**src/cms_consts.vh**
```
`ifndef CMS_CONSTS_VH
`define CMS_CONSTS_VH

// Clock rate of the sequencer in MHz (20 ns period).
`define CMS_CLK_MHZ 50

// Dead time between one switch off and the other on, in ns.
`define CMS_DEAD_NS 40
// Dead time in clock cycles, rounded up.
`define CMS_DEAD_CYC ((`CMS_DEAD_NS * `CMS_CLK_MHZ + 999) / 1000)

// High time on the sync/shutdown input that qualifies a shutdown, in us.
`define CMS_SD_US 35
// Shutdown qualification time in clock cycles.
`define CMS_SD_CYC (`CMS_SD_US * `CMS_CLK_MHZ)

// Zero-current pulses that send the controller to sleep.
`define CMS_ZERO_SLEEP 7

// Least number of switching cycles run after a wake before sleep again.
`define CMS_BURST_MIN 10

// Switching cycles of the soft-start phase.
`define CMS_SS_CYCLES 64

// Least switching period in clock cycles accepted by the sequencer.
`define CMS_MIN_PERIOD 16'h0008

// Register byte offsets.
`define CMS_REG_PERIOD 4'h0
`define CMS_REG_ONTIME 4'h4
`define CMS_REG_STATUS 4'h8

// Register reset values.
`define CMS_PERIOD_RST 16'h0032
`define CMS_ONTIME_RST 16'h0014

// Status register field positions.
`define CMS_ST_STATE_LSB 0
`define CMS_ST_PFM_EN 2
`define CMS_ST_DCM_EN 3
`define CMS_ST_ZCNT_LSB 4
`define CMS_ST_BURST_DONE 7
`define CMS_ST_ENERG 8
`define CMS_ST_RECT 9
`define CMS_ST_SYNC 10

`endif

```
**src/cms_conduction_mode_sequencer.v**
```verilog
// How it works
// - Light-load select high disables pulse-frequency mode; grounded enables it.
// - Two select inputs choose one of four conduction and light-load modes.
// - Sync input high past qualification time shuts down, both drives off.
// - In fixed PWM the rectifier turns on shortly after energizing switch off.
// - With DCM allowed rectifier turns off at zero current or a dead time before cycle end.
// - Forced CONDUCTION_SELECT ignores zero current; rectifier stays on until a dead time before cycle end.
// - Automatic mode runs fixed PWM until soft-start done and DCM edge seen.
// - At the DCM edge sleep until the feedback comparator reports low output.
// - After wake, run a burst of fixed PWM cycles before sleeping again.
// - In sleep, request power down of most internal circuitry.
// - Forced CONDUCTION_SELECT with LIGHT_LOAD_SELECT allowed still detects DCM and enters sleep.
// - Count zero-current pulses; sleep once seven have occurred.
// - Align the oscillator to each rising edge on the sync input that comes before the rectifier window closes.
// - Leaving shutdown restarts operation with a full soft-start.
// - Insert dead time so both switches are never on together.
`timescale 1ns/1ps
`default_nettype none
`include "cms_consts.vh"

module cms_conduction_mode_sequencer #(
  parameter SS_CYCLES = `CMS_SS_CYCLES, // Soft-start length in periods.
  parameter BURST_MIN = `CMS_BURST_MIN  // Least burst after a wake.
) (
  input wire clock_i, // System clock, 50 MHz.
  input wire reset_i, // Synchronous reset, active high.
  input wire sync_shutdown_input_i, // Sync pulses or shutdown level.
  input wire light_load_select_i, // High forces fixed PWM.
  input wire conduction_select_i, // High forces continuous conduction.
  input wire rectifier_sense_input_i, // Zero-current comparator output.
  input wire feedback_input_low_i, // Output is 2% below nominal.
  input wire [3:0] avs_address, // Register byte address.
  input wire avs_read, // Read request.
  input wire avs_write, // Write request.
  input wire [31:0] avs_writedata, // Write data.
  input wire [3:0] avs_byteenable, // Byte lanes of a write.
  output reg [31:0] avs_readdata, // Read data.
  output wire avs_waitrequest, // Stall of the current request.
  output reg energizing_drive_o, // Energizing switch gate drive.
  output reg rectifier_drive_o, // Synchronous rectifier gate drive.
  output reg sleep_o, // Power-down request for internal circuitry.
  output reg shutdown_o, // Controller is shut down.
  output reg soft_start_o // Soft-start phase is running.
);

  localparam ST_OFF = 2'b00;
  localparam ST_SOFT = 2'b01;
  localparam ST_RUN = 2'b10;
  localparam ST_SLEEP = 2'b11;

  localparam [15:0] DEAD = `CMS_DEAD_CYC;
  localparam [11:0] SD_LAST = `CMS_SD_CYC - 1;
  localparam [2:0] ZERO_LAST = `CMS_ZERO_SLEEP - 1;
  localparam [7:0] BURST_LAST = BURST_MIN;
  localparam [15:0] SS_LAST = SS_CYCLES - 1;

  reg [15:0] period_q;
  reg [15:0] period_d;
  reg [15:0] ontime_q;
  reg [15:0] ontime_d;
  reg ack_q;
  reg [1:0] state_q;
  reg [1:0] state_d;
  reg [15:0] phase_q;
  reg [15:0] phase_d;
  reg [11:0] sd_cnt_q;
  reg sync_prev_q;
  reg zero_prev_q;
  reg zero_seen_q;
  reg [2:0] zcnt_q;
  reg [2:0] zcnt_d;
  reg [7:0] burst_q;
  reg [7:0] burst_d;
  reg [15:0] ss_cnt_q;
  reg [15:0] ss_cnt_d;

  wire pfm_en;
  wire dcm_en;
  wire running;
  wire [15:0] per;
  wire cycle_end;
  wire sync_rise;
  wire sd_hit;
  wire zero_rise;
  wire burst_done;
  wire [16:0] rect_start;
  wire [15:0] rect_stop;
  wire energ_d;
  wire rect_d;
  wire [31:0] status;

  // Decode the two static mode selects into the four operating modes.
  assign pfm_en = ~light_load_select_i;
  assign dcm_en = ~conduction_select_i;
  assign running = (state_q == ST_SOFT) | (state_q == ST_RUN);

  // Clamp the programmed period so the dead times always fit.
  assign per = (period_q < `CMS_MIN_PERIOD) ? `CMS_MIN_PERIOD : period_q;
  assign cycle_end = running & (phase_q >= per - 16'h0001);

  // Edges of the sync input and of the zero-current comparator.
  assign sync_rise = sync_shutdown_input_i & ~sync_prev_q;
  assign zero_rise = rectifier_sense_input_i & ~zero_prev_q &
                     rectifier_drive_o;

  // A high interval that reaches the threshold qualifies a shutdown.
  assign sd_hit = sync_shutdown_input_i & (sd_cnt_q == SD_LAST);

  assign burst_done = (burst_q == BURST_LAST);

  // Rectifier window opens a dead time after the energizing pulse ends.
  assign rect_start = {1'b0, ontime_q} + {1'b0, DEAD};
  // Rectifier window closes a dead time before the next cycle starts.
  assign rect_stop = per - DEAD;

  // Energizing pulse occupies the head of each switching cycle.
  assign energ_d = running & (phase_q < ontime_q);

  // Rectifier conducts in its window; zero current ends it when DCM is on.
  assign rect_d = running & ({1'b0, phase_q} >= rect_start) &
                  (phase_q < rect_stop) &
                  ~(dcm_en & (zero_seen_q | zero_rise));

  // Status word reflects the sequencer's own state.
  assign status = {21'h000000, sync_shutdown_input_i, rectifier_drive_o,
                   energizing_drive_o, burst_done, zcnt_q, dcm_en, pfm_en,
                   state_q};

  // Each request is stalled one cycle, then completes.
  assign avs_waitrequest = (avs_read | avs_write) & ~ack_q;

  // Sequencer state: shutdown, soft-start, run and sleep.
  always @* begin
    state_d = state_q;
    case (state_q)
      ST_OFF: begin
        if (!sync_shutdown_input_i) begin
          state_d = ST_SOFT;
        end
      end
      ST_SOFT: begin
        if (cycle_end && (ss_cnt_q == SS_LAST)) begin
          state_d = ST_RUN;
        end
      end
      ST_RUN: begin
        if (pfm_en && burst_done && zero_rise && (zcnt_q == ZERO_LAST)) begin
          state_d = ST_SLEEP;
        end
      end
      ST_SLEEP: begin
        if (!pfm_en || feedback_input_low_i) begin
          state_d = ST_RUN;
        end
      end
      default: begin
        state_d = ST_OFF;
      end
    endcase
    if (sd_hit) begin
      state_d = ST_OFF;
    end
  end

  // Oscillator phase: free running, pulled to a dead time before the cycle end by sync edges.
  always @* begin
    phase_d = phase_q;
    if (!running || (state_d != state_q)) begin
      phase_d = 16'h0000;
    end else if (sync_rise && (phase_q < rect_stop)) begin
      phase_d = rect_stop;
    end else if (cycle_end) begin
      phase_d = 16'h0000;
    end else begin
      phase_d = phase_q + 16'h0001;
    end
  end

  // Zero-current pulse count, cleared outside qualified run time.
  always @* begin
    zcnt_d = zcnt_q;
    if ((state_q != ST_RUN) || !pfm_en || !burst_done) begin
      zcnt_d = 3'h0;
    end else if (zero_rise) begin
      zcnt_d = zcnt_q + 3'h1;
    end
  end

  // Burst length in switching cycles since the last wake or restart.
  always @* begin
    burst_d = burst_q;
    if (state_q == ST_SLEEP || state_q == ST_OFF) begin
      burst_d = 8'h00;
    end else if (cycle_end && !burst_done) begin
      burst_d = burst_q + 8'h01;
    end
  end

  // Soft-start length in switching cycles.
  always @* begin
    ss_cnt_d = ss_cnt_q;
    if (state_q != ST_SOFT) begin
      ss_cnt_d = 16'h0000;
    end else if (cycle_end) begin
      ss_cnt_d = ss_cnt_q + 16'h0001;
    end
  end

  // Byte-lane merge of register writes.
  always @* begin
    period_d = period_q;
    ontime_d = ontime_q;
    if (ack_q && avs_write) begin
      if (avs_address == `CMS_REG_PERIOD) begin
        period_d[7:0] = avs_byteenable[0] ? avs_writedata[7:0] :
                        period_q[7:0];
        period_d[15:8] = avs_byteenable[1] ? avs_writedata[15:8] :
                         period_q[15:8];
      end else if (avs_address == `CMS_REG_ONTIME) begin
        ontime_d[7:0] = avs_byteenable[0] ? avs_writedata[7:0] :
                        ontime_q[7:0];
        ontime_d[15:8] = avs_byteenable[1] ? avs_writedata[15:8] :
                         ontime_q[15:8];
      end
    end
  end

  // Register bus slave: one wait cycle, read data loaded in that cycle.
  always @(posedge clock_i) begin
    if (reset_i) begin
      ack_q <= 1'b0;
      avs_readdata <= 32'h00000000;
      period_q <= `CMS_PERIOD_RST;
      ontime_q <= `CMS_ONTIME_RST;
    end else begin
      ack_q <= (avs_read | avs_write) & ~ack_q;
      period_q <= period_d;
      ontime_q <= ontime_d;
      if (avs_read && !ack_q) begin
        if (avs_address == `CMS_REG_PERIOD) begin
          avs_readdata <= {16'h0000, period_q};
        end else if (avs_address == `CMS_REG_ONTIME) begin
          avs_readdata <= {16'h0000, ontime_q};
        end else if (avs_address == `CMS_REG_STATUS) begin
          avs_readdata <= status;
        end else begin
          avs_readdata <= 32'h00000000;
        end
      end
    end
  end

  // High-time counter of the sync/shutdown input.
  always @(posedge clock_i) begin
    if (reset_i) begin
      sd_cnt_q <= 12'h000;
    end else if (!sync_shutdown_input_i) begin
      sd_cnt_q <= 12'h000;
    end else if (sd_cnt_q != SD_LAST) begin
      sd_cnt_q <= sd_cnt_q + 12'h001;
    end
  end

  // Core sequencer registers.
  always @(posedge clock_i) begin
    if (reset_i) begin
      state_q <= ST_OFF;
      phase_q <= 16'h0000;
      sync_prev_q <= 1'b0;
      zero_prev_q <= 1'b0;
      zero_seen_q <= 1'b0;
      zcnt_q <= 3'h0;
      burst_q <= 8'h00;
      ss_cnt_q <= 16'h0000;
    end else begin
      state_q <= state_d;
      phase_q <= phase_d;
      sync_prev_q <= sync_shutdown_input_i;
      zero_prev_q <= rectifier_sense_input_i;
      zcnt_q <= zcnt_d;
      burst_q <= burst_d;
      ss_cnt_q <= ss_cnt_d;
      // With DCM on, a zero crossing blanks the rectifier for the rest of the cycle.
      if (cycle_end || !running) begin
        zero_seen_q <= 1'b0;
      end else if (zero_rise) begin
        zero_seen_q <= 1'b1;
      end
    end
  end

  // Registered gate drives and mode flags.
  always @(posedge clock_i) begin
    if (reset_i) begin
      energizing_drive_o <= 1'b0;
      rectifier_drive_o <= 1'b0;
      sleep_o <= 1'b0;
      shutdown_o <= 1'b1;
      soft_start_o <= 1'b0;
    end else begin
      // Both drives are forced off in the cycle a shutdown qualifies, and are off from the second cycle of sleep.
      energizing_drive_o <= energ_d & ~sd_hit;
      rectifier_drive_o <= rect_d & ~sd_hit;
      sleep_o <= (state_d == ST_SLEEP);
      shutdown_o <= (state_d == ST_OFF);
      soft_start_o <= (state_d == ST_SOFT);
    end
  end

endmodule // cms_conduction_mode_sequencer
`default_nettype wire

```
**config.mk**
```make
export PLATFORM = sky130hd
export DESIGN_NAME = cms_conduction_mode_sequencer
export DESIGN_NICKNAME = d
export VERILOG_FILES = /design/src/cms_conduction_mode_sequencer.v
export VERILOG_INCLUDE_DIRS = /design/src
export SDC_FILE = /design/constraint.sdc
export NUM_CORES = 1
export LEC_CHECK = 0
export BUFFER_PORTS_ARGS = -buffer_cell sky130_fd_sc_hd__buf_2
export CAP_MARGIN = 5
export CELL_PAD_IN_SITES_DETAIL_PLACEMENT = 2
export CELL_PAD_IN_SITES_GLOBAL_PLACEMENT = 2
export CORE_MARGIN = 2
export CORE_UTILIZATION = 38
export CTS_CLUSTER_DIAMETER = 50
export DETAILED_ROUTE_END_ITERATION = 8
export GPL_TIMING_DRIVEN = 0
export PLACE_DENSITY = 0.91
export SLEW_MARGIN = 40
export SYNTH_ARGS = -nofsm -noshare
export SYNTH_HDL_FRONTEND = slang
export SYNTH_SLANG_ARGS = --single-unit
```
**constraint.sdc**
```tcl
create_clock -name clock_i -period 7.8 [get_ports clock_i]
set_input_delay 0 -clock clock_i [delete_from_list [all_inputs] [get_ports clock_i]]
set_output_delay 0 -clock clock_i [all_outputs]
set_load 0.01 [all_outputs]
```
Yosys cells after proc, flatten, opt, wreduce, memory -nomap -nowiden
Index checks and enable logic that the tools add are counted.
Storage, ports and cells
  bits in registers: 130
  output and inout bits: 38
  logic and storage cells: 115
Operators by class
  add/sub/neg operators: 8
  order comparisons: 5
  equality and inequality tests: 15
  mux-type cells: 12
  bitwise logic cells: 25
  reductions and logical operators: 30
Operators by type and width (number)
  $mux W16: 5
  $add A16 B1 Y16 const B: 2
  $lt A16 B16 Y1: 2
  $add A16 B2 Y17 const B: 1
  $ge A16 B17 Y1: 1
  $eq A16 B6 Y1 const B: 1
  $ge A16 B16 Y1: 1
  $lt A16 B4 Y1 const B: 1
  $sub A16 B1 Y16 const B: 1
  $sub A16 B2 Y16 const B: 1
  $and A1 B1 Y1: 13
  $add A12 B1 Y12 const B: 1
  $eq A12 B11 Y1 const B: 1
  $ne A12 B11 Y1 const B: 1
  $reduce_or A2 Y1: 6
  $mux W11: 1
  $mux W2: 5
  $not A1 Y1: 9
  $add A8 B1 Y8 const B: 1
  $eq A8 B4 Y1 const B: 1
  $logic_and A1 B1 Y1: 8
  $pmux W2 S4: 1
  $reduce_and A4 Y1: 2
  $eq A2 B2 Y1 const B: 3
  other kinds (14): 26

Longest topological paths before layout
Gate-level depths: netlist of run 1.
  depth after elaboration: 12
  mapped depth: 22
  depth with buffers taken out: 19

Worst setup path after synthesis of run 1
OpenSTA, ideal clock, no wires.
  kind: register to register
  start: register period_q[10]
  end: register phase_q[10]
  setup time: 115 ps
  arrival: 5050 ps
  data required time: 7685 ps
  slack: 2635 ps
  cell stages (with the launch flop): 19
  path buffers: 3
  clock period less this slack: 5165 ps
  cell sequence: dfxtp_1 > clkbuf_1 > nor4_1 > nand3_1 > nand2_1 > ha_1 > inv_1 > a2111o_1 > or4_4 > xor2_1 > ha_1 > a21o_1 > a21o_1 > a21o_1 > a2111oi_1 > buf_2 > buf_1 > o31ai_1 > and2_1
On the way
  cells in the longest elaborated chain, start to end: 12
RTL lines
  from (decl): RTL line cms_conduction_mode_sequencer.v:57  | reg [15:0] period_q;
  from (signal assigned): RTL line cms_conduction_mode_sequencer.v:233  | period_q <= `CMS_PERIOD_RST;
  from (signal assigned): RTL line cms_conduction_mode_sequencer.v:237  | period_q <= period_d;
  $lt A16 B4 Y1 (no source line)
  $mux W16 *: RTL line cms_conduction_mode_sequencer.v:98  | assign per = (period_q < `CMS_MIN_PERIOD) ? `CMS_MIN_PERIOD : period_q;
  $sub A16 B1 Y16: RTL line cms_conduction_mode_sequencer.v:99  | assign cycle_end = running & (phase_q >= per - 16'h0001);
  $ge A16 B16 Y1: RTL line cms_conduction_mode_sequencer.v:99
  $and A1 B1 Y1: RTL line cms_conduction_mode_sequencer.v:99
  $logic_and A1 B1 Y1: RTL line cms_conduction_mode_sequencer.v:142  | if (cycle_end && (ss_cnt_q == SS_LAST)) begin
  $mux W2: RTL line cms_conduction_mode_sequencer.v:142
  $pmux W2 S4: RTL line cms_conduction_mode_sequencer.v:135  | case (state_q)
  $mux W2: RTL line cms_conduction_mode_sequencer.v:160  | if (sd_hit) begin
  $ne A2 B2 Y1: RTL line cms_conduction_mode_sequencer.v:168  | if (!running || (state_d != state_q)) begin
  $logic_or A1 B1 Y1: RTL line cms_conduction_mode_sequencer.v:168
  $reduce_or A2 Y1 (no source line)
  to (signal assigned): RTL line cms_conduction_mode_sequencer.v:277  | phase_q <= phase_d;
  to (decl): RTL line cms_conduction_mode_sequencer.v:64  | reg [15:0] phase_q;
Mark *: on every way between the ends. The rest lies on a longest branch, timed or not.
A chain may end at the register's enable or synchronous reset.

Worst setup path in the final report of run 1
  start: register period_q[8]
  end: register burst_q[0]
On the way
  cells in the longest elaborated chain, start to end: 6
RTL lines
  $lt A16 B4 Y1 (no source line)
  $mux W16 *: RTL line cms_conduction_mode_sequencer.v:98
  $sub A16 B1 Y16 *: RTL line cms_conduction_mode_sequencer.v:99
  $ge A16 B16 Y1 *: RTL line cms_conduction_mode_sequencer.v:99
  $and A1 B1 Y1 *: RTL line cms_conduction_mode_sequencer.v:99
  $logic_and A1 B1 Y1 *: RTL line cms_conduction_mode_sequencer.v:194  | end else if (cycle_end && !burst_done) begin
  to (signal assigned): RTL line cms_conduction_mode_sequencer.v:281  | burst_q <= burst_d;
  to (decl): RTL line cms_conduction_mode_sequencer.v:72  | reg [7:0] burst_q;
Marks and branches as above.

==> run summary, run 1 <==
Final core utilization: 46.2%
Vias in the first global route: 9379
Vias: 8399
Period utilization: 96.2%
Remaining DRCs: 0
Placed Area: 8240 µm²
Most common cell after layout, fill and taps aside: nor2_1
Tightest Pin Transition: 826 ps
Most frequent cells in the layout: nor2_1, dfxtp_1, ha_1
Share of layout cells above drive strength 1: 11.1%
Worst Setup Path Type: flip-flop to flip-flop
Final total power: 1.73 mW
Antenna viol nets, final: 0
RR Startpoint: period_q[8]
# resized after CTS: 0
M1 WL: 15.7 mm
Initial Utilization: 38.8%
Non-Filler Instances: 1303
Startpoint Class: flip-flop
H-tree Lvls: 4
# IOs: 87
Total CTS buffers: 17
Initial antenna violation count: 0
Post-Syn Area: 7580 µm²
CTS Buffer Depth: 2
Final worst path period need: 7510 ps
Mapped Cells: 922
Leakage Power: 3.85 nW
Hold Path Class: input pin to flip-flop
First-pass GRT wire length: 61.3 mm
Final slew viol count: 0
WL/cell: 31.7 µm
Met2 routed wirelength: 20.1 mm
Initial DRC count: 734
Area Growth Syn to Fin: 19.1%
Die H: 145 µm
Clock Latency Late Sink: 450 ps
Cells after DPL: 1254
Filler cells: 2179
Antenna diode count: 0
Total Nets Final: 1154
Req. time, crit path: 8100 ps
Final setup TNS: 0 ps
Core footprint: 19500 µm²
Top layer in use: met4
CTS root buffer: clkbuf_16
Port Buffers: 52
CP Capture Type: flip-flop
TritonCTS clock tree: yes
Reg2reg end: burst_q[0]
Ys Warns: 0
Design Area, Final: 9020 µm²
Fin. Hold Viols: 0
End of the worst hold path: ack_q
Final WL: 41.3 mm
Final setup skew: 11.2 ps
Rows: 51
Hold path startpoint: avs_read
CP Max Fanout: 10
Clk sinks: 114
Worst hold path cell count: 3
Fmax achieved: 133 MHz
Status: complete, no violations
GRT Util Overall: 38.2%
Worst Path Arrival: 7800 ps
Die area: 21100 µm²
FFs w/ async S/R, synth: 0%
Grt ovf: 0
Iteration count of the initial detailed-routing pass: 7
Ys flop type: dfxtp_1
Reg clk slew, reported paths: 70 ps
Synth unique cells: 56
Setup-failing EPs final: 0
Slew margin rel.: 44.5%
Detail Route met3 WL: 2.62 mm
Worst VDD drop: 0.000165 V
Avg Cell Area, Syn: 8.22 µm²
Flop2flop setup slack: 290 ps
Cts hold-fix bufs: 17
EDFF count, synth: 0
HPWL after DPL: 21.8 mm
Seq/Total Area, Yosys: 30.1%
Post-CTS setup buffers: 0
R2R cell count: 18
Number of max-cap violations: 0
Post-synthesis register bit count: 114
GPL Wtd Cong: 0.827
RSZ-0062 raised after global routing: no
Largest net degree at the start of global routing: 17
PD cells: 192 nW/µm²
Vias per cell: 6.45
Die W: 145 µm
==> cell usage after synthesis, drive strengths merged, types with 3 or more instances <==
cell type	count	area (µm²)
inv	34	128
o21ai	16	80.1
mux2i	34	340
a211oi	6	45.0
and3	21	131
dfxtp	114	2280
nand3	34	170
or2	4	25.0
a2111oi	4	42.5
nor3	42	210
nor2b	21	131
o21a	5	37.5
o22ai	6	37.5
ha	80	1000
and4	6	52.6
nand4	18	113
xor2	49	429
o31a	5	43.8
or4	5	45.0
nand2	45	169
a21oi	60	300
nand2b	15	101
nor3b	3	22.5
or3	9	56.3
clkbuf	32	120
buf	27	171
a21o	13	97.6
nor2	127	477
o31ai	6	58.8
and2	13	81.3
xnor2	34	298
nor4	10	77.6
a211o	8	70.1
o41ai	4	35.0
==> metal layers <==
| layer | track usage [%] | vias to the layer above |
|---|---|---|
| li1 | - | 3403 |
| met2 | 66.2 | 564 |
| met1 | 42.4 | 4195 |
| met4 | 25.4 | 0 |
| met3 | 7.33 | 237 |
| met5 | 0 | - |
==> critical path, cell delays in order, from the launching register on <==
cell,delay [ps]
dfxtp_1,330
clkbuf_1,300
nor4_2,700
nand3_1,370
nand2_1,320
ha_1,300
inv_1,110
a2111o_1,480
or4_4,580
o41ai_1,320
ha_1,260
nand4_1,260
or3_1,460
o21ai_1,590
clkbuf_1,600
buf_1,670
nand2_1,240
xnor2_1,320
nor2_1,110
==> state kept, by name, indices dropped and copies added (netlist names), 2 cells and up <==
name	flops
avs_readdata	16
ontime_q	16
period_q	16
phase_q	16
ss_cnt_q	16
sd_cnt_q	12
burst_q	8
zcnt_q	3
state_q	2
==> cell families after synthesis <==
group / share of synthesized area (%)
simple gates: 25.1
flops: 30.1
xor+xnor: 9.59
compound gates: 12.0
other cells: 0.0495
buf+inv: 5.53
fa+ha+maj: 13.2
mux: 4.49
==> area by class of cell <==
cell class	instances	area (µm²)	area share, %
multi-input cells	730	4970	55.1
flip-flops and latches	114	2280	25.3
clock buffers	21	460	5.10
repair buffers	69	430	4.77
well taps	265	332	3.67
plain buffers	59	292	3.23
clock inverters	11	129	1.43
inverters	34	128	1.41
==> through the flow <==
step	hold WS [ps]	setup WS, ps
floorplan	118	2640
global placement	232	992
detailed placement	249	795
CTS	4.48	312
global route	50.8	309
finish	37.6	294
==> worst max-delay path by stage <==
| stage | start | endpoint | slack (ps) |
|---|---|---|---|
| 2_1_floorplan | period_q[10] | phase_q[10] | 2640 |
| 4_1_cts | period_q[8] | ss_cnt_q[11] | 310 |
| 6_report | period_q[8] | burst_q[0] | 290 |
| 5_1_grt | period_q[8] | burst_q[0] | 310 |
| 3_5_place_dp | period_q[8] | ss_cnt_q[11] | 790 |
| 3_3_place_gp | period_q[11] | ss_cnt_q[10] | 990 |
==> power by group <==
part / total, mW / internal [mW] / switching (mW) / leakage (nW)
registers: 0.620 / 0.598 / 0.0223 / 0.921
clock network: 0.849 / 0.490 / 0.359 / 0.284
logic: 0.265 / 0.0848 / 0.180 / 2.65
total: 1.73 / 1.17 / 0.561 / 3.85
Note: power is estimated with default switching activity, not from simulation.
==> run 2: changes to the inputs <==
--- a/config.mk
+++ b/config.mk
@@ -6,16 +6,17 @@
 export SDC_FILE = /design/constraint.sdc
 export NUM_CORES = 1
 export LEC_CHECK = 0
+export ABC_AREA = 1
 export BUFFER_PORTS_ARGS = -buffer_cell sky130_fd_sc_hd__buf_2
 export CAP_MARGIN = 5
-export CELL_PAD_IN_SITES_DETAIL_PLACEMENT = 2
+export CELL_PAD_IN_SITES_DETAIL_PLACEMENT = 1
 export CELL_PAD_IN_SITES_GLOBAL_PLACEMENT = 2
 export CORE_MARGIN = 2
-export CORE_UTILIZATION = 38
+export CORE_UTILIZATION = 36
 export CTS_CLUSTER_DIAMETER = 50
 export DETAILED_ROUTE_END_ITERATION = 8
 export GPL_TIMING_DRIVEN = 0
-export PLACE_DENSITY = 0.91
+export PLACE_DENSITY = 0.92
 export SLEW_MARGIN = 40
 export SYNTH_ARGS = -nofsm -noshare
 export SYNTH_HDL_FRONTEND = slang
==> run 2 against run 1 <==
  * Power is 7.4% higher
  * Combinational power is 63% higher
  * First-iteration DRC count is 62% lower
  * Maximum frequency is 77% higher
  * Sequential share of layout area hardly changed
  * Clock-buffer cell count is 1 lower
  * Worst hold slack better by 0.86 ps
  * Cell count is 12% higher
  * Critical path type unchanged
==> run summary, run 2 <==
Most common cell after layout, fill and taps aside: nand2_1
Final total power: 1.86 mW
Die W: 149 µm
EDFF count, synth: 0
Largest net degree at the start of global routing: 17
Synth unique cells: 43
Tightest Pin Transition: 621 ps
Iteration count of the initial detailed-routing pass: 5
CP peak stage delay: 390 ps
GPL Wtd Cong: 0.829
Vias in the first global route: 7733
Final slew viol count: 0
Worst VDD drop: 0.000200 V
Remaining DRCs: 0
Die H: 149 µm
Final worst path period need: 4250 ps
Vias per cell: 5.13
Final setup TNS: 0 ps
Final WL: 24.0 mm
Slew margin rel.: 58.5%
Clk sinks: 114
Avg Cell Area, Syn: 7.11 µm²
# resized after CTS: 0
Initial antenna violation count: 0
TritonCTS clock tree: yes
WP depth: 29
Final worst setup slack: 3550 ps
Ys Warns: 0
Core footprint: 20800 µm²
Leakage Power: 3.94 nW
Initial DRC count: 282
Final core utilization: 43.3%
Post-CTS setup buffers: 0
PD cells: 207 nW/µm²
WL/cell: 16.5 µm
Total Nets Final: 1300
Worst Setup EP: phase_q[10]
Crit path from: period_q[13]
CP Capture Type: flip-flop
Grt ovf: 0
Die area: 22300 µm²
Share of layout cells above drive strength 1: 12.1%
Period utilization: 54.5%
Setup-failing EPs final: 0
Status: complete, no violations
R2R cell count: 29
Initial Utilization: 36.4%
Filler cells: 2718
Buf/Inv on CP: 4
FFs w/ async S/R, synth: 0%
Area contributors post-synth: dfxtp_1, ha_1, nand2_1, a21oi_1, inv_1
Vias: 7484
Pre-CTS setup slack: 3640 ps
Post-synthesis register bit count: 114
Port Buffers: 51
Fin. Hold Viols: 0
Area Growth Syn to Fin: 18.8%
Worst Setup Path Type: flip-flop to flip-flop
Commonest cells in the netlist: nand2_1, inv_1, dfxtp_1, a21oi_1, nor2_1
Req. time, crit path: 8110 ps
Seq/Total Area, Yosys: 30.1%
Clock Latency Late Sink: 430 ps
Yosys top cell area share: 30.1%
Worst Path Arrival: 4560 ps
Antenna diode count: 0
Top-count cell post-synth: nand2_1
CP Max Fanout: 10
Most frequent cells in the layout: nand2_1, inv_1, dfxtp_1
Rows: 53
# IOs: 87
Antenna viol nets, final: 0
Slowest-stage cell, CP: dfxtp_1
Most common cell on crit path: nand2_1
Largest delay share family, worst path: simple AND/OR/NAND/NOR gates
H-tree Lvls: 4
CTS Buffer Depth: 2
First-pass GRT wire length: 39.9 mm
Reg clk slew, reported paths: 60 ps
Mapped Cells: 1067
HPWL after DPL: 18.9 mm
Total CTS buffers: 17
CTS root buffer: clkbuf_16
Fmax achieved: 235 MHz
Startpoint Class: flip-flop
GRT Util Overall: 22.7%
Flop2flop setup slack: 3550 ps
Hold Path Class: input pin to flip-flop
Reg2reg end: phase_q[10]
Ys flop type: dfxtp_1
Number of max-cap violations: 0
RR Startpoint: period_q[13]
RSZ-0062 raised after global routing: no
Post-Syn Area: 7590 µm²
Final setup skew: 13.3 ps
Cell taking the most area after synthesis: dfxtp_1
-- run 2: changes by cell type in the layout (fill, tap and decap cells not counted), sizes merged, moves of 14 or more --
cell / change
nand2: +132
inv: +105
o21ai: +82
a21oi: +44
mux2i: -34
xnor2: -29
nor2b: -21
and3: -20
clkbuf: -17
nor3: -16
nand3: +15
nand2b: -14
-- run 2: final cells by class --
type                    count  area [µm²]  area share (%)
multi-input cells         791        4620            51.2
flip-flops and latches    114        2280            25.3
inverters                 139         522            5.79
clock buffers              20         447            4.96
repair buffers             70         445            4.94
well taps                 275         344            3.82
plain buffers              38         223            2.47
clock inverters            12         133            1.47
-- run 2: worst min-delay path, delay by kind of cell --
kind,cells,cell delay [ps]
compound gates,3,310
buf+inv,1,100
-- run 2: per-layer routing --
metal,routed length [µm],track usage [%],part of all wire [%]
met1,11200,29.7,47
met2,11400,38.1,47
met3,880,3.85,3.7
met4,532,7.14,2.2
met5,0,0,0
-- run 2: how the worst min path moves through the flow --
stage | startpoint | to | cells past startpoint
6_report | conduction_select_i | avs_readdata[3] | 4
5_1_grt | light_load_select_i | avs_readdata[2] | 4
4_1_cts | conduction_select_i | avs_readdata[3] | 4
3_5_place_dp | rectifier_sense_input_i | zero_prev_q | 3
3_3_place_gp | rectifier_sense_input_i | zero_prev_q | 3
2_1_floorplan | avs_writedata[1] | period_q[1] | 2
-- run 2: stage by stage --
| stage | hold slack [ps] | cell area, µm² | cells |
|---|---|---|---|
| after global routing | 40.5 | 9010 | 1459 |
| after detailed placement | 233 | 8240 | 1408 |
| final | 38.4 | 9010 | 1459 |
| after CTS | 20.9 | 9010 | 1459 |
| after global placement | 224 | 8240 | 1408 |
| after floorplan | 113 | 7640 | 1082 |
-- run 2: cells by family (layout without fill, tap and decap cells) --
kind of cell / count (synthesis) / in the layout / share of synthesized area [%]
AOI/OAI and AO/OA: 238 / 238 / 17.1
DFF: 114 / 114 / 30.1
xor gates and xnor gates: 44 / 44 / 5.08
adders and majority gates: 80 / 80 / 13.2
and+or+nand+nor: 413 / 413 / 24.7
other: 1 / 16 / 0.0494
buffers and inverters: 177 / 279 / 9.81
-- run 2: report_power, final --
group / internal (mW) / switching (mW) / leakage [nW] / total (mW)
Combinational: 0.145 / 0.285 / 2.74 / 0.431
Clock: 0.479 / 0.303 / 0.277 / 0.782
Sequential: 0.613 / 0.0354 / 0.924 / 0.649
Total: 1.24 / 0.624 / 3.94 / 1.86
-- run 2: what timing repair did --
item,in CTS,in global routing
setup endpoints to repair,0,0
hold buffers,19,0
hold endpoints to repair,35,0
==> run 3: changes to the inputs <==
--- a/config.mk
+++ b/config.mk
@@ -12,11 +12,11 @@
 export CELL_PAD_IN_SITES_DETAIL_PLACEMENT = 1
 export CELL_PAD_IN_SITES_GLOBAL_PLACEMENT = 2
 export CORE_MARGIN = 2
-export CORE_UTILIZATION = 36
+export CORE_UTILIZATION = 34
 export CTS_CLUSTER_DIAMETER = 50
 export DETAILED_ROUTE_END_ITERATION = 8
 export GPL_TIMING_DRIVEN = 0
-export PLACE_DENSITY = 0.92
+export PLACE_DENSITY = 0.87
 export SLEW_MARGIN = 40
 export SYNTH_ARGS = -nofsm -noshare
 export SYNTH_HDL_FRONTEND = slang
==> constraint.sdc (replaced) <==
create_clock -name clock_i -period 4.2 [get_ports clock_i]
set_input_delay 0 -clock clock_i [delete_from_list [all_inputs] [get_ports clock_i]]
set_output_delay 0 -clock clock_i [all_outputs]
set_load 0.01 [all_outputs]
==> run 3 against run 2 <==
  * Utilization fell by 1.8 points
  * Combinational power rose by 90%
  * Critical path depth fell by 6
  * First-iteration DRC count rose by 2.1%
  * Sequential power rose by 86%
  * Register-to-register slack got worse by 3200 ps
  * Via count fell by 1.0%
  * Flip-flop and latch count did not move
  * Clock power rose by 82%
  * Clock-buffer cell count did not move
==> run summary, run 3 (synthesis results as in run 2) <==
Status: complete, no violations
Total CTS buffers: 17
Number of max-cap violations: 0
Comb power frac: 23.8%
Pre-CTS setup slack: 40.0 ps
Req. time, crit path: 4560 ps
Initial Utilization: 34.7%
CP Capture Type: flip-flop
Fmax achieved: 261 MHz
Vias per cell: 5.05
Buf/Inv on CP: 2
Grt ovf: 0
Antenna diode count: 0
Switching share of power: 34.3%
PD cells: 379 nW/µm²
Total Nets Final: 1302
Leakage Power: 3.96 nW
HPWL after DPL: 19.0 mm
Iteration count of the initial detailed-routing pass: 4
Final setup skew: 14.4 ps
CP peak stage delay: 430 ps
Final slew viol count: 0
Port Buffers: 51
Largest net degree at the start of global routing: 17
H-tree Lvls: 4
Die area: 23500 µm²
Die W: 153 µm
Final worst setup slack: 371 ps
Largest delay share family, worst path: simple AND/OR/NAND/NOR gates
WL/cell: 16.6 µm
Tightest Pin Transition: 617 ps
# IOs: 87
Initial antenna violation count: 0
Cell internal pwr: 2.26 mW
Share of layout cells above drive strength 1: 13.2%
CTS root buffer: clkbuf_16
CP Max Fanout: 10
Clk sinks: 114
Sequence of cells on the critical path: nor2_4 -> nand2_1 -> nor2_2 -> nand3_4 -> nand2_4 -> ha_4 -> inv_1 -> nor2_2 -> nand2_1 -> xor2_1 -> ha_1 -> a21oi_1 -> nand2_1 -> nor2_1 -> nand2_1 -> nand2_1 -> nand2_4 -> nand2_4 -> buf_1 -> nand3_1 -> nand2_1 -> nand2_1 -> nor2_1
GPL Wtd Cong: 0.831
Final WL: 24.3 mm
TritonCTS clock tree: yes
Area Growth Syn to Fin: 19.7%
Most common cell after layout, fill and taps aside: nand2_1
Setup-failing EPs final: 0
First-pass GRT wire length: 39.5 mm
Rows: 54
Fin. Hold Viols: 0
Final setup TNS: 0 ps
Die H: 153 µm
Most common cell on crit path: nand2_1
Period utilization: 91.2%
Switching pwr: 1.18 mW
Startpoint Class: flip-flop
Clock Latency Late Sink: 430 ps
Slew margin rel.: 58.8%
Vias: 7408
Antenna viol nets, final: 0
Reg clk slew, reported paths: 60 ps
GRT Util Overall: 21.1%
Worst VDD drop: 0.000329 V
Reg power frac: 35.0%
Worst hold slack: 8.02 ps
Clock share of power: 41.3%
Most frequent cells in the layout: nand2_1, inv_1, dfxtp_1
Vias in the first global route: 7600
CTS Buffer Depth: 2
RSZ-0062 raised after global routing: no
Hold Path Class: input pin to flip-flop
Worst Setup Path Type: flip-flop to flip-flop
Core footprint: 21900 µm²
Remaining DRCs: 0
Worst Path Arrival: 4190 ps
Initial DRC count: 288
Final worst path period need: 3830 ps
Slowest-stage cell, CP: buf_1
[run 3: timing repair]
action                                  CTS  global route
endpoints found under the setup margin    0            41
resized for setup                         0            20
setup buffers                             0             2
endpoints found under the hold margin    35             0
hold buffers                             19             0
[run 3: worst paths after layout]
path                        from         endpoint  slack (ps)  cells after the start
min          conduction_select_i  avs_readdata[3]           8                      4
max reg2reg          period_q[5]       phase_q[3]         370                     23
max                  period_q[5]       phase_q[3]         370                     23
min reg2reg         sd_cnt_q[11]     sd_cnt_q[11]         460                      1
[run 3: area by class of cell]
cell class,instances,area [µm²]
Timing Repair Buffer,72,460
Sequential cell,114,2280
Buffer,38,223
Clock inverter,12,108
Tap cell,280,350
Inverter,139,522
Clock buffer,20,457
Multi-Input combinational cell,791,4680
Fill cell,2788,12800
[run 3: metrics by stage]
step / std cells / total power [mW] / cell area (µm²) / util (%)
CTS: 1464 / 3.46 / 9000 / 41.1
finish: 1466 / 3.45 / 9090 / 41.5
global route: 1466 / 3.64 / 9090 / 41.5
global placement: 1413 / 2.00 / 8250 / 37.7
detailed placement: 1413 / 2.01 / 8250 / 37.7
floorplan: 1082 / 1.74 / 7640 / -
[run 3: worst register-to-register path, delay by kind of cell, from the launching register on]
family,cells,cell delay [ps]
xor gates and xnor gates,1,160
adders and majority gates,2,470
and+or+nand+nor,17,1960
AOI/OAI and AO/OA,1,240
buffers and inverters,2,520
DFF,1,410
[run 3: metal layers]
metal  vias up  routed length [µm]  GRT usage [%]  part of all wire (%)
li1       3759                   -              -                     -
met5         -                   0              0                     0
met3        27                 758           3.26                   3.1
met2       121               11300           35.5                    47
met4         0                 447           6.20                   1.8
met1      3501               11800           28.1                    48
[run 3: power groups by stage]
stage	combinational [mW]	clock [mW]	sequential [mW]
2_1_floorplan	0.518	0	1.22
3_3_place_gp	0.767	0	1.23
3_5_place_dp	0.782	0	1.23
4_1_cts	0.802	1.45	1.21
5_1_grt	0.935	1.50	1.21
6_report	0.819	1.42	1.21
